`src/core/cfg_pkg.sv`:
```
`default_nettype none
package cfg_pkg;
	// register byte addresses
	localparam logic [14:0] ADDR_IF_CFG   = 15'h0000;
	localparam logic [14:0] ADDR_DEV_MODE = 15'h0002;
	localparam logic [14:0] ADDR_ID_LO    = 15'h000c;
	localparam logic [14:0] ADDR_ID_HI    = 15'h000d;
	localparam logic [14:0] ADDR_STREAM   = 15'h0010;
	localparam logic [14:0] ADDR_ALIGN    = 15'h0029;
	localparam logic [14:0] ADDR_POS0     = 15'h002c;
	localparam logic [14:0] ADDR_POS1     = 15'h002d;
	localparam logic [14:0] ADDR_POS2     = 15'h002e;

	// reset values
	localparam logic [7:0] IF_CFG_RST   = 8'h30;
	localparam logic [7:0] DEV_MODE_RST = 8'h00;
	localparam logic [7:0] STREAM_RST   = 8'h00;
	localparam logic [7:0] ALIGN_RST    = 8'h80;

	// field positions
	localparam int IF_RESET_BIT    = 7;
	localparam int IF_ASCEND_BIT   = 5;
	localparam int IF_SEPOUT_BIT   = 4;
	localparam int STREAM_HOLD_BIT = 0;
	localparam int ALIGN_PROC_BIT  = 6;
	localparam int ALIGN_RECV_BIT  = 5;
	localparam int ALIGN_FINE_BIT  = 4;
	localparam int ALIGN_SEL_MSB   = 3;
	localparam int MODE_MSB        = 1;

	// operating mode codes
	localparam logic [1:0] MODE_NORMAL     = 2'h0;
	localparam logic [1:0] MODE_RSVD_A     = 2'h1;
	localparam logic [1:0] MODE_RSVD_B     = 2'h2;
	localparam logic [1:0] MODE_POWER_DOWN = 2'h3;

	// serial framing
	localparam logic [3:0] HDR_LAST_BIT  = 4'hf;
	localparam logic [3:0] BYTE_LAST_BIT = 4'h7;

	// full-chip reset duration
	localparam int RESET_TIME_NS = 750;
	localparam int CLK_PERIOD_NS = 8;
	localparam logic [6:0] RESET_CYCLES = 7'(RESET_TIME_NS / CLK_PERIOD_NS);

	typedef enum logic [1:0] {
		S_IDLE,
		S_HDR,
		S_DATA,
		S_SKIP
	} spi_state_e;

	typedef struct packed {
		logic [1:0] op_mode;
		logic       align_event_processor_on;
		logic       align_receiver_on;
		logic       window_fine_step;
		logic [3:0] align_delay_choice;
	} cfg_s;
endpackage : cfg_pkg
`default_nettype wire

```
`src/core/cfg_regs.sv`:
```
`timescale 1ns/1ns
`default_nettype none
module cfg_regs #(
	parameter logic [15:0] MAKER_ID = 16'h5a5a // arbitrary value
) (
	input  wire logic          CLK,
	input  wire logic          RST,
	input  wire logic          SCLK,
	input  wire logic          CS_N,
	input  wire logic          SDI,
	output logic               SDO,
	input  wire logic [23:0]   ALIGN_EDGE_POSITION,
	output var cfg_pkg::cfg_s  CFG,
	output logic               CHIP_RESET
);
	import cfg_pkg::*;

	logic [2:0]  pins_s;
	logic        sclk_s, csn_s, sdi_s;
	logic        sclk_p_q, csn_p_q;
	logic        sclk_rise, sclk_fall, cs_fall, cs_rise;
	spi_state_e  state_q;
	logic [3:0]  bit_cnt_q;
	logic [15:0] shift_q;
	logic        rw_q;
	logic [14:0] addr_q;
	logic [7:0]  rd_q;
	logic        wr_seen_q;
	logic [7:0]  if_cfg_q, mode_q, stream_q, align_q;
	logic [7:0]  if_cfg_st_q, mode_st_q, stream_st_q, align_st_q;
	logic [6:0]  rst_cnt_q;
	logic        busy, byte_end, wr_byte, commit, commit_reset, hdr_end;
	logic [7:0]  wr_data;
	logic [14:0] hdr_addr;

	// the pins come from the host's domain
	pin_sync #(.W(3), .INIT(3'b010)) pin_sync_i (
		.CLK (CLK),
		.RST (RST),
		.d   ({SCLK, CS_N, SDI}),
		.q   (pins_s)
	);
	assign {sclk_s, csn_s, sdi_s} = pins_s;

	// edge finding on the synchronised pins
	always_ff @(posedge CLK) begin
		if (RST) begin
			sclk_p_q <= 1'b0;
			csn_p_q  <= 1'b1;
		end else begin
			sclk_p_q <= sclk_s;
			csn_p_q  <= csn_s;
		end
	end
	assign sclk_rise = sclk_s & ~sclk_p_q;
	assign sclk_fall = ~sclk_s & sclk_p_q;
	assign cs_fall   = ~csn_s & csn_p_q;
	assign cs_rise   = csn_s & ~csn_p_q;

	// read decode, used at header end and at every byte boundary
	function automatic logic [7:0] read_byte(input logic [14:0] a);
		logic [7:0] v;
		v = 8'h00;
		case (a)
			ADDR_IF_CFG:   v = {1'b0, if_cfg_q[6:5], 1'b1, if_cfg_q[3:0]};
			ADDR_DEV_MODE: v = mode_q;
			ADDR_ID_LO:    v = MAKER_ID[7:0];
			ADDR_ID_HI:    v = MAKER_ID[15:8];
			ADDR_STREAM:   v = stream_q;
			ADDR_ALIGN:    v = align_q;
			ADDR_POS0:     v = ALIGN_EDGE_POSITION[7:0];
			ADDR_POS1:     v = ALIGN_EDGE_POSITION[15:8];
			ADDR_POS2:     v = ALIGN_EDGE_POSITION[23:16];
			default:       v = 8'h00;
		endcase
		return v;
	endfunction : read_byte

	// streaming address step
	function automatic logic [14:0] next_addr(input logic [14:0] a);
		logic [14:0] n;
		n = a;
		if (stream_q[STREAM_HOLD_BIT])
			n = a;
		else if (if_cfg_q[IF_ASCEND_BIT])
			n = 15'(a + 15'h1);
		else
			n = 15'(a - 15'h1);
		return n;
	endfunction : next_addr

	assign busy     = (rst_cnt_q != 7'h00);
	assign hdr_addr = {shift_q[13:0], sdi_s};
	assign hdr_end  = (state_q == S_HDR) && !csn_s && sclk_rise && (bit_cnt_q == HDR_LAST_BIT);
	assign byte_end = (state_q == S_DATA) && !csn_s && sclk_rise && (bit_cnt_q == BYTE_LAST_BIT);
	assign wr_byte  = byte_end && !rw_q;
	assign wr_data  = {shift_q[6:0], sdi_s};
	assign commit       = cs_rise && (state_q == S_DATA) && wr_seen_q;
	assign commit_reset = commit && if_cfg_st_q[IF_RESET_BIT];

	// serial framing: 1 read/write bit, 15 address bits, then data bytes
	always_ff @(posedge CLK) begin
		if (RST) begin
			state_q   <= S_IDLE;
			bit_cnt_q <= 4'h0;
			shift_q   <= 16'h0000;
			rw_q      <= 1'b0;
			addr_q    <= 15'h0000;
			rd_q      <= 8'h00;
			wr_seen_q <= 1'b0;
		end else if (csn_s) begin
			state_q <= S_IDLE;
		end else begin
			unique case (state_q)
				S_IDLE: begin
					// a frame opened during the reset quiet time is ignored whole
					if (cs_fall) begin
						state_q   <= busy ? S_SKIP : S_HDR;
						bit_cnt_q <= 4'h0;
						wr_seen_q <= 1'b0;
					end
				end
				S_HDR: begin
					if (sclk_rise) begin
						shift_q   <= {shift_q[14:0], sdi_s};
						bit_cnt_q <= 4'(bit_cnt_q + 4'h1);
						if (hdr_end) begin
							rw_q      <= shift_q[14];
							addr_q    <= hdr_addr;
							rd_q      <= read_byte(hdr_addr);
							bit_cnt_q <= 4'h0;
							state_q   <= S_DATA;
						end
					end
				end
				S_DATA: begin
					if (sclk_rise) begin
						shift_q   <= {shift_q[14:0], sdi_s};
						bit_cnt_q <= 4'(bit_cnt_q + 4'h1);
						if (byte_end) begin
							bit_cnt_q <= 4'h0;
							wr_seen_q <= wr_seen_q | ~rw_q;
							addr_q    <= next_addr(addr_q);
							rd_q      <= read_byte(next_addr(addr_q));
						end
					end else if (sclk_fall) begin
						rd_q <= {rd_q[6:0], 1'b0};
					end
				end
				S_SKIP: state_q <= S_SKIP;
			endcase
		end
	end

	// read data only ever leaves on the separate output
	always_ff @(posedge CLK) begin
		if (RST || csn_s)
			SDO <= 1'b0;
		else if (state_q == S_DATA && rw_q && sclk_fall)
			SDO <= rd_q[7];
	end

	// staged copies: loaded at frame start, written per full byte
	always_ff @(posedge CLK) begin
		if (RST) begin
			if_cfg_st_q <= IF_CFG_RST;
			mode_st_q   <= DEV_MODE_RST;
			stream_st_q <= STREAM_RST;
			align_st_q  <= ALIGN_RST;
		end else if (cs_fall && state_q == S_IDLE) begin
			if_cfg_st_q <= if_cfg_q;
			mode_st_q   <= mode_q;
			stream_st_q <= stream_q;
			align_st_q  <= align_q;
		end else if (wr_byte) begin
			// a partial byte never reaches the staging copy
			case (addr_q)
				ADDR_IF_CFG: if_cfg_st_q <= wr_data;
				ADDR_DEV_MODE: mode_st_q <= wr_data;
				ADDR_STREAM: stream_st_q <= wr_data;
				ADDR_ALIGN: align_st_q <= wr_data;
				default: ;
			endcase
		end
	end

	// live registers
	always_ff @(posedge CLK) begin
		if (RST || commit_reset) begin
			if_cfg_q <= IF_CFG_RST;
			mode_q   <= DEV_MODE_RST;
			stream_q <= STREAM_RST;
			align_q  <= ALIGN_RST;
		end else if (commit) begin
			// reset bit is never stored, so it reads back cleared
			if_cfg_q <= {1'b0, if_cfg_st_q[6:5], 1'b1, if_cfg_st_q[3:0]};
			// reserved mode codes are dropped, the old mode stays
			if (mode_st_q[MODE_MSB:0] == MODE_RSVD_A || mode_st_q[MODE_MSB:0] == MODE_RSVD_B)
				mode_q <= {mode_st_q[7:2], mode_q[MODE_MSB:0]};
			else
				mode_q <= mode_st_q;
			stream_q <= stream_st_q;
			align_q  <= align_st_q;
		end
	end

	// reset quiet time; frames started inside it are skipped
	always_ff @(posedge CLK) begin
		if (RST)
			rst_cnt_q <= 7'h00;
		else if (commit_reset)
			rst_cnt_q <= RESET_CYCLES;
		else if (busy)
			rst_cnt_q <= 7'(rst_cnt_q - 7'h1);
	end

	always_ff @(posedge CLK) begin
		if (RST)
			CHIP_RESET <= 1'b0;
		else
			CHIP_RESET <= commit_reset || (rst_cnt_q > 7'h01);
	end

	// configuration outputs, registered
	always_ff @(posedge CLK) begin
		if (RST) begin
			CFG <= '0;
		end else begin
			CFG.op_mode                  <= mode_q[MODE_MSB:0];
			// processor gated by receiver, a guard against wrong order
			CFG.align_event_processor_on <= align_q[ALIGN_PROC_BIT] & align_q[ALIGN_RECV_BIT];
			CFG.align_receiver_on        <= align_q[ALIGN_RECV_BIT];
			CFG.window_fine_step         <= align_q[ALIGN_FINE_BIT];
			CFG.align_delay_choice       <= align_q[ALIGN_SEL_MSB:0];
		end
	end
endmodule : cfg_regs
`default_nettype wire

```
`src/core/pin_sync.sv`:
```
`timescale 1ns/1ns
`default_nettype none
module pin_sync #(
	parameter int              W    = 1,
	parameter logic [W-1:0]    INIT = '0
) (
	input  wire logic          CLK,
	input  wire logic          RST,
	input  wire logic [W-1:0]  d,
	output logic      [W-1:0]  q
);
	logic [W-1:0] meta_q;

	// two-stage sampler; only the second stage is visible outside
	always_ff @(posedge CLK) begin
		if (RST) begin
			meta_q <= INIT;
			q      <= INIT;
		end else begin
			meta_q <= d;
			q      <= meta_q;
		end
	end
endmodule : pin_sync
`default_nettype wire

```
`config.mk`:
```
export PLATFORM = sky130hd
export DESIGN_NAME = cfg_regs
export DESIGN_NICKNAME = d
export VERILOG_FILES = /design/src/core/cfg_pkg.sv /design/src/core/cfg_regs.sv /design/src/core/pin_sync.sv
export SDC_FILE = /design/constraint.sdc
export NUM_CORES = 1
export LEC_CHECK = 0
export BUFFER_PORTS_ARGS = -buffer_cell sky130_fd_sc_hd__buf_2
export CAP_MARGIN = 20
export CORE_MARGIN = 5
export CORE_UTILIZATION = 50
export CTS_CLUSTER_DIAMETER = 200
export DETAILED_ROUTE_END_ITERATION = 6
export GPL_TIMING_DRIVEN = 0
export PLACE_DENSITY = 0.76
export SETUP_SLACK_MARGIN = 0.2
export SLEW_MARGIN = 20
export SYNTH_ARGS = -nofsm -noshare
export SYNTH_HDL_FRONTEND = slang
export SYNTH_SLANG_ARGS = --single-unit
```
`constraint.sdc`:
```
create_clock -name CLK -period 2.95 [get_ports CLK]
set_input_delay 0.1475 -clock CLK [delete_from_list [all_inputs] [get_ports CLK]]
set_output_delay 0.1475 -clock CLK [all_outputs]
set_load 0.02 [all_outputs]
```
# == After elaboration in Yosys (flattened, before gate mapping) ==
# Index checks and enable logic that the tools add are counted.
# W data, S select, Z words.
# word_totals
wordCells,177
output_inout_bits,11
in_bits,29
ff_bits,134
# classes
bitwise,12
n_lt_le_gt_ge,1
reduce_logical,51
add_sub_neg,4
eq_ne,33
muxes,47
# op_table
cell,n
$mux W8,17
$eq A15 B6 Y1 const B,9
$mux W15,9
$pmux W8 S8,2
$eq A15 B4 Y1 const B,4
$eq A15 B2 Y1 const B,3
$eq A15 B5 Y1 const B,3
$logic_not A15 Y1,3
$pmux W15 S2,1
$mux W4,5
$pmux W8 S2,1
$reduce_bool A2 Y1,8
$add A15 B1 Y15 const B,1
$sub A15 B1 Y15 const B,1
$mux W7,2
$logic_and A1 B1 Y1,13
$pmux W4 S3,1
$reduce_and A6 Y1,2
$ne A2 B2 Y1 const B,5
$reduce_and A2 Y1,5
$reduce_and A5 Y1,2
$reduce_or A2 Y1,5
$mux W2,4
$reduce_and A4 Y1,2
other kinds (20),40

# == Logic depth before layout (Yosys ltp) ==
# logic_depth
depth_word,15
mapped_depth,12
depth_no_buf,10

# == Hierarchy ==
# Synthesis repeated with hierarchy kept, for this count alone.
# hier_totals
hier_cells,957
hier_area_um2,7707.4
# modules_own_cells
mod,seq_area_each_um2,area_each_um2,cells_each,instances
cfg_regs,2542.4,7549.7,945,1
pin_sync,120.1,157.7,12,1

# == Least setup slack after synthesis ==
# OpenSTA, ideal clock, no wires.
# synth_path
path_type,register to register
startpoint,register if_cfg_q[5]
endpoint,register rd_q[0]
path_buffers,0
setup_time_ns,0.086
stages_incl_launch_ff,11
period_less_slack_ns,3.145
arrival_time_ns,3.059
setup_slack_ns,-0.195
t_required_ns,2.864
path_cell_list,dfxtp_1 > inv_1 > fa_1 > a211oi_1 > o21ai_0 > o21a_1 > nor4b_1 > o22ai_1 > a2111oi_4 > o2111ai_1 > a211oi_1
# synth_via
elab_chain_cells,13
elab_cells_between_ends,21
classes_between,eq/ne (8); mux (11); reduce/logical (2)
# synth_lines
item,line_no,text
"start, declared",cfg_regs.sv:29,"logic [7:0] if_cfg_q, mode_q, stream_q, align_q;"
"start signal, assigned",cfg_regs.sv:196,"if_cfg_q <= {1'b0, if_cfg_st_q[6:5], 1'b1, if_cfg_st_q[3:0]};"
$mux W15 *,cfg_regs.sv:85,else if (if_cfg_q[IF_ASCEND_BIT])
$mux W15 *,cfg_regs.sv:83,if (stream_q[STREAM_HOLD_BIT])
$mux W15 *,cfg_regs.sv:140,if (byte_end) begin
$mux W15 *,--,
$mux W15 *,cfg_regs.sv:114,unique case (state_q)
$mux W15 *,cfg_regs.sv:111,end else if (csn_s) begin
$mux W15 *,cfg_regs.sv:103,if (RST) begin
$eq A15 B4 Y1,cfg_regs.sv:64,case (a)
$reduce_or A2 Y1 (no line),--,
$pmux W8 S8 *,cfg_regs.sv:64,
$mux W8 *,cfg_regs.sv:140,
$mux W8 *,cfg_regs.sv:137,if (sclk_rise) begin
$pmux W8 S2 *,cfg_regs.sv:114,
"end signal, assigned",cfg_regs.sv:130,rd_q <= read_byte(hdr_addr);
"end signal, assigned",cfg_regs.sv:144,rd_q <= read_byte(next_addr(addr_q));
"end signal, assigned",cfg_regs.sv:147,"rd_q <= {rd_q[6:0], 1'b0};"
"end, declared",cfg_regs.sv:27,logic [7:0] rd_q;
# Every way passes the cells marked *; elsewhere a longest branch is shown, timed or not. The select of a mux whose other input is x is not followed.
# A chain may end at the register's enable or synchronous reset.

# == Final worst setup path ==
# Same ends and word-level chain as after synthesis.

==> run summary <==
The flow ran to the end, but the final reports show violations. The final reports fail on hold timing, setup timing. The count of warnings emitted by yosys came out at 0. The layout overhead on the synthesized area is 24.1%. The tree is rooted in a sky130_fd_sc_hd__clkbuf_16. The number of synthesized flops with an enable pin came out at 0. In this run, placement finished with an instance count of between 1000 and 1500.

The number of cells on the worst reg-to-reg path is 12. The fraction of layout cells with a size suffix above 1 is 0.205. The number of buffers inserted by port buffering came out at 39. The setup path with the least slack is of type flop to flop. The antenna cell count is 0. Measured against its own limit, the worst slew margin works out to 0.268. The clock latency at the later pin of the worst-skew pair came out at 0.44 ns. The number of hold-slack violations in the final timing report is 1. The H-tree generated during clock tree synthesis spans 4 levels.

The number of standard-cell rows in the floorplan came out at 45. Timing analysis after detailed placement gives a worst setup slack of -0.630 ns. The biggest area consumer among synthesized cells is sky130_fd_sc_hd__dfxtp_1. The global placement routability congestion is approximately 0.96. The global-route wire length before repair came out at approximately 41 mm.

The post-route DRC violation count came out at 0. The minimum setup slack in the final design is -0.186 ns. After synthesis the netlist holds a flip-flop and latch count of 133.

The launching element type of the critical path is a flop. The boundary pin count came out at 40. TritonCTS built the clock tree.

The via count of the first global-routing pass came out at roughly 7600. Counting every net in the synthesized netlist gives 1022. The slew at the pin closest to its max-slew limit is between 1 and 1.5 ns. By area the synthesized netlist is led by sky130_fd_sc_hd__dfxtp_1 34%, sky130_fd_sc_hd__nand2_1 6.6%, sky130_fd_sc_hd__mux2i_1 6.0%. Before antenna repair, the detailed router went through 7 iterations. The mean area per synthesized cell came out at ~8 um^2. The number of antenna violations at the first check in global routing is 0. The final number of max-transition violations came to 0. The worst hold path terminates at CFG[5]. In this run the critical register-to-register path is launched from if_cfg_q[5]. The core area came out at around 15000 um^2. Wires add up to around 27 mm. The power per cell area is 459 nW/um^2. In this run, distinct cell masters in the synthesized netlist total 75. The maximum number of pins on one net before global-route repair came out at 17. The starting density of the core is 0.508.

The hold slack came out at -0.000103 ns. The finished layout holds around 1300 standard cells, fillers aside. The number of cells on the worst hold path is 2. The maximum clock insertion buffer count is 2.

The maximum achievable frequency is about 320 MHz. The die extent in x is around 130 um. The primary flip-flop cell chosen by synthesis mapping is sky130_fd_sc_hd__dfxtp_1. The endpoint of the most critical register-to-register path is rd_q[0]. The sequential element share of the synthesized area came out at 0.345. The final clock period utilization by the worst path came out at 1.06. The nature of the critical path endpoint is a flop. For this block, the initial DRC count from the detailed router was ~970. In this run the most critical hold path is launched from RST. The floorplan die area is ~18000 um^2. The average via count per standard cell is 6.43.

In the synthesized netlist, the number of instances is just under 1000. Across all layers, the routed design uses about 8100 vias. The combined area of all synthesized cells is between 7000 and 8000 um^2.

Setup violations remaining at the end of the flow were counted as 9. In the final routed layout, each cell accounts on average for roughly 21 um. For this design the static power due to leakage is about 3.5 nW. The summed negative setup slack over all endpoints came out at -1.35 ns. Across every metal layer, demand over resource in global routing totals 0.292.

VDD sags by at most roughly 0.60 mV. The worst clock skew is 0.0150 ns. After clock tree synthesis, the clock-pin slew on the worst setup and hold paths is roughly 0.060 ns. The count of nets left with antenna violations once routing finished came out at 0. The worst min-delay path class is input pin to flop.

The peak fanout along the critical path is 8. The detailed-placement wirelength estimate came out at between 15 and 20 mm. The post-layout net count came out at 1116.

The total overflow reported by the global router is 0. The number of CTS-inserted buffers came out at 17. The area share of the largest cell type after synthesis is 0.345. The max-cap violation count came out at 0.

The required time of the worst setup path is approximately 3.3 ns. The die extent in y came out at ~130 um. The TritonCTS sink count came out at ~130. The reg-to-reg setup timing slack came out at -0.19 ns. The endpoint arrival time on the critical path came out at 3.49 ns. The time the worst path needs with I/O delays and setup is between 3 and 4 ns. The fraction of synthesis flops using an asynchronous set or reset pin is 0. Setup repair after global routing could not meet its margin everywhere.
-- through the flow --
stage / power (mW) / util / area [um^2]
finish: 4.40 / 0.631 / 9590
global route: 4.56 / 0.631 / 9590
CTS: 4.41 / 0.617 / 9390
detailed placement: 2.34 / 0.546 / 8300
global placement: 2.33 / 0.546 / 8300
floorplan: 2.22 / - / 7870
-- worst max-delay path, stage by stage (launching register included) --
cell	delay [ns]
sky130_fd_sc_hd__dfxtp_4	0.44
sky130_fd_sc_hd__inv_12	0.07
sky130_fd_sc_hd__ha_4	0.25
sky130_fd_sc_hd__buf_4	0.16
sky130_fd_sc_hd__a211oi_2	0.28
sky130_fd_sc_hd__o21ai_1	0.15
sky130_fd_sc_hd__o21a_2	0.28
sky130_fd_sc_hd__nor4b_4	0.37
sky130_fd_sc_hd__o22ai_2	0.16
sky130_fd_sc_hd__a2111oi_4	0.33
sky130_fd_sc_hd__buf_6	0.20
sky130_fd_sc_hd__o2111ai_2	0.12
sky130_fd_sc_hd__a211oi_2	0.23
-- area by class of cell --
class	instances	area, um^2
Timing Repair Buffer	73	512
Clock inverter	12	116
Multi-Input combinational cell	739	5150
Inverter	27	114
Fill cell	1283	5610
Sequential cell	133	2670
Clock buffer	19	464
Buffer	70	324
Tap cell	188	235
Timing Repair inverter	1	8.76
-- sequential cells by signal, summed over array words and instances, names as in the netlist, 2 cells and up --
register	flops
addr_q	15
shift_q	15
CFG	9
align_q	8
align_st_q	8
mode_q	8
mode_st_q	8
rd_q	8
stream_q	8
stream_st_q	8
if_cfg_st_q	7
rst_cnt_q	7
if_cfg_q	6
bit_cnt_q	4
pin_sync_i.meta_q	3
pin_sync_i.q	3
state_q	2
-- kinds of logic after synthesis --
| group | share of synthesized area |
|---|---|
| muxes | 0.0698 |
| buffers and inverters | 0.0487 |
| adders and majority gates | 0.0415 |
| and+or+nand+nor | 0.222 |
| DFF | 0.345 |
| xor gates and xnor gates | 0.0115 |
| AOI/OAI and AO/OA | 0.262 |
-- routing by layer --
metal / GRT usage / wire [um]
met5: 0 / 0
met4: 0.135 / 1250
met3: 0.0739 / 2620
met2: 0.450 / 12000
met1: 0.385 / 11000
-- cell usage in the layout, fill, tap and decap left out, types with 7 or more instances in the layout --
| master | synthesis | layout |
|---|---|---|
| sky130_fd_sc_hd__nand2_1 | 136 | 135 |
| sky130_fd_sc_hd__dfxtp_1 | 133 | 131 |
| sky130_fd_sc_hd__nor2_1 | 97 | 95 |
| sky130_fd_sc_hd__a21oi_1 | 84 | 77 |
| sky130_fd_sc_hd__clkbuf_1 | 62 | 45 |
| sky130_fd_sc_hd__mux2i_1 | 46 | 45 |
| sky130_fd_sc_hd__buf_2 | 4 | 44 |
| sky130_fd_sc_hd__a211oi_1 | 51 | 43 |
| sky130_fd_sc_hd__o21ai_0 | 34 | 29 |
| sky130_fd_sc_hd__buf_4 | 0 | 28 |
| sky130_fd_sc_hd__inv_1 | 26 | 25 |
| sky130_fd_sc_hd__nand3_1 | 22 | 21 |
| sky130_fd_sc_hd__nor2b_1 | 18 | 18 |
| sky130_fd_sc_hd__nor3_1 | 19 | 18 |
| sky130_fd_sc_hd__clkbuf_16 | 0 | 18 |
| sky130_fd_sc_hd__ha_1 | 24 | 17 |
| sky130_fd_sc_hd__clkbuf_2 | 0 | 10 |
| sky130_fd_sc_hd__a222oi_1 | 10 | 10 |
| sky130_fd_sc_hd__o211ai_1 | 10 | 10 |
| sky130_fd_sc_hd__a22oi_1 | 11 | 10 |
| sky130_fd_sc_hd__a221oi_1 | 11 | 9 |
| sky130_fd_sc_hd__a21o_1 | 8 | 8 |
| sky130_fd_sc_hd__or3_1 | 7 | 7 |
| sky130_fd_sc_hd__o22ai_1 | 8 | 7 |
| sky130_fd_sc_hd__a31oi_1 | 9 | 7 |
-- cells in the mapped netlist (7+ instances only) --
cell type                     n
sky130_fd_sc_hd__nand2_1    136
sky130_fd_sc_hd__dfxtp_1    133
sky130_fd_sc_hd__nor2_1      97
sky130_fd_sc_hd__a21oi_1     84
sky130_fd_sc_hd__clkbuf_1    62
sky130_fd_sc_hd__a211oi_1    51
sky130_fd_sc_hd__mux2i_1     46
sky130_fd_sc_hd__o21ai_0     34
sky130_fd_sc_hd__inv_1       26
sky130_fd_sc_hd__ha_1        24
sky130_fd_sc_hd__nand3_1     22
sky130_fd_sc_hd__nor3_1      19
sky130_fd_sc_hd__nor2b_1     18
sky130_fd_sc_hd__a221oi_1    11
sky130_fd_sc_hd__a22oi_1     11
sky130_fd_sc_hd__a222oi_1    10
sky130_fd_sc_hd__o211ai_1    10
sky130_fd_sc_hd__a31oi_1      9
sky130_fd_sc_hd__a21o_1       8
sky130_fd_sc_hd__o2111ai_1    8
sky130_fd_sc_hd__o22ai_1      8
sky130_fd_sc_hd__mux2_2       7
sky130_fd_sc_hd__nor4_1       7
sky130_fd_sc_hd__or3_1        7
-- worst max-delay path by stage --
stage | slack, ns | cells after the start | start | end
global placement | -0.60 | 10 | pin_sync_i.q[2] | align_st_q[7]
CTS | -0.08 | 10 | if_cfg_q[5] | rd_q[0]
global route | -0.24 | 12 | if_cfg_q[5] | rd_q[0]
floorplan | 0.13 | 10 | if_cfg_q[5] | rd_q[0]
detailed placement | -0.63 | 10 | pin_sync_i.q[2] | align_st_q[7]
finish | -0.19 | 12 | if_cfg_q[5] | rd_q[0]
-- repair_timing --
item                       CTS  global route
buffers inserted            23             8
pin swaps                   27             8
cloned                       1             1
setup endpoints to repair   78            72
hold buffers                 3             0
resized for setup           59            36
hold endpoints to repair     3             0
-- power by group --
group,switching [mW],internal [mW],total [mW],leakage (nW)
clock,0.849,1.24,2.09,0.282
sequential,0.0479,1.86,1.91,1.08
combinational,0.240,0.169,0.410,2.09
total,1.14,3.27,4.40,3.45
Note: power is estimated with default switching activity, not from simulation.
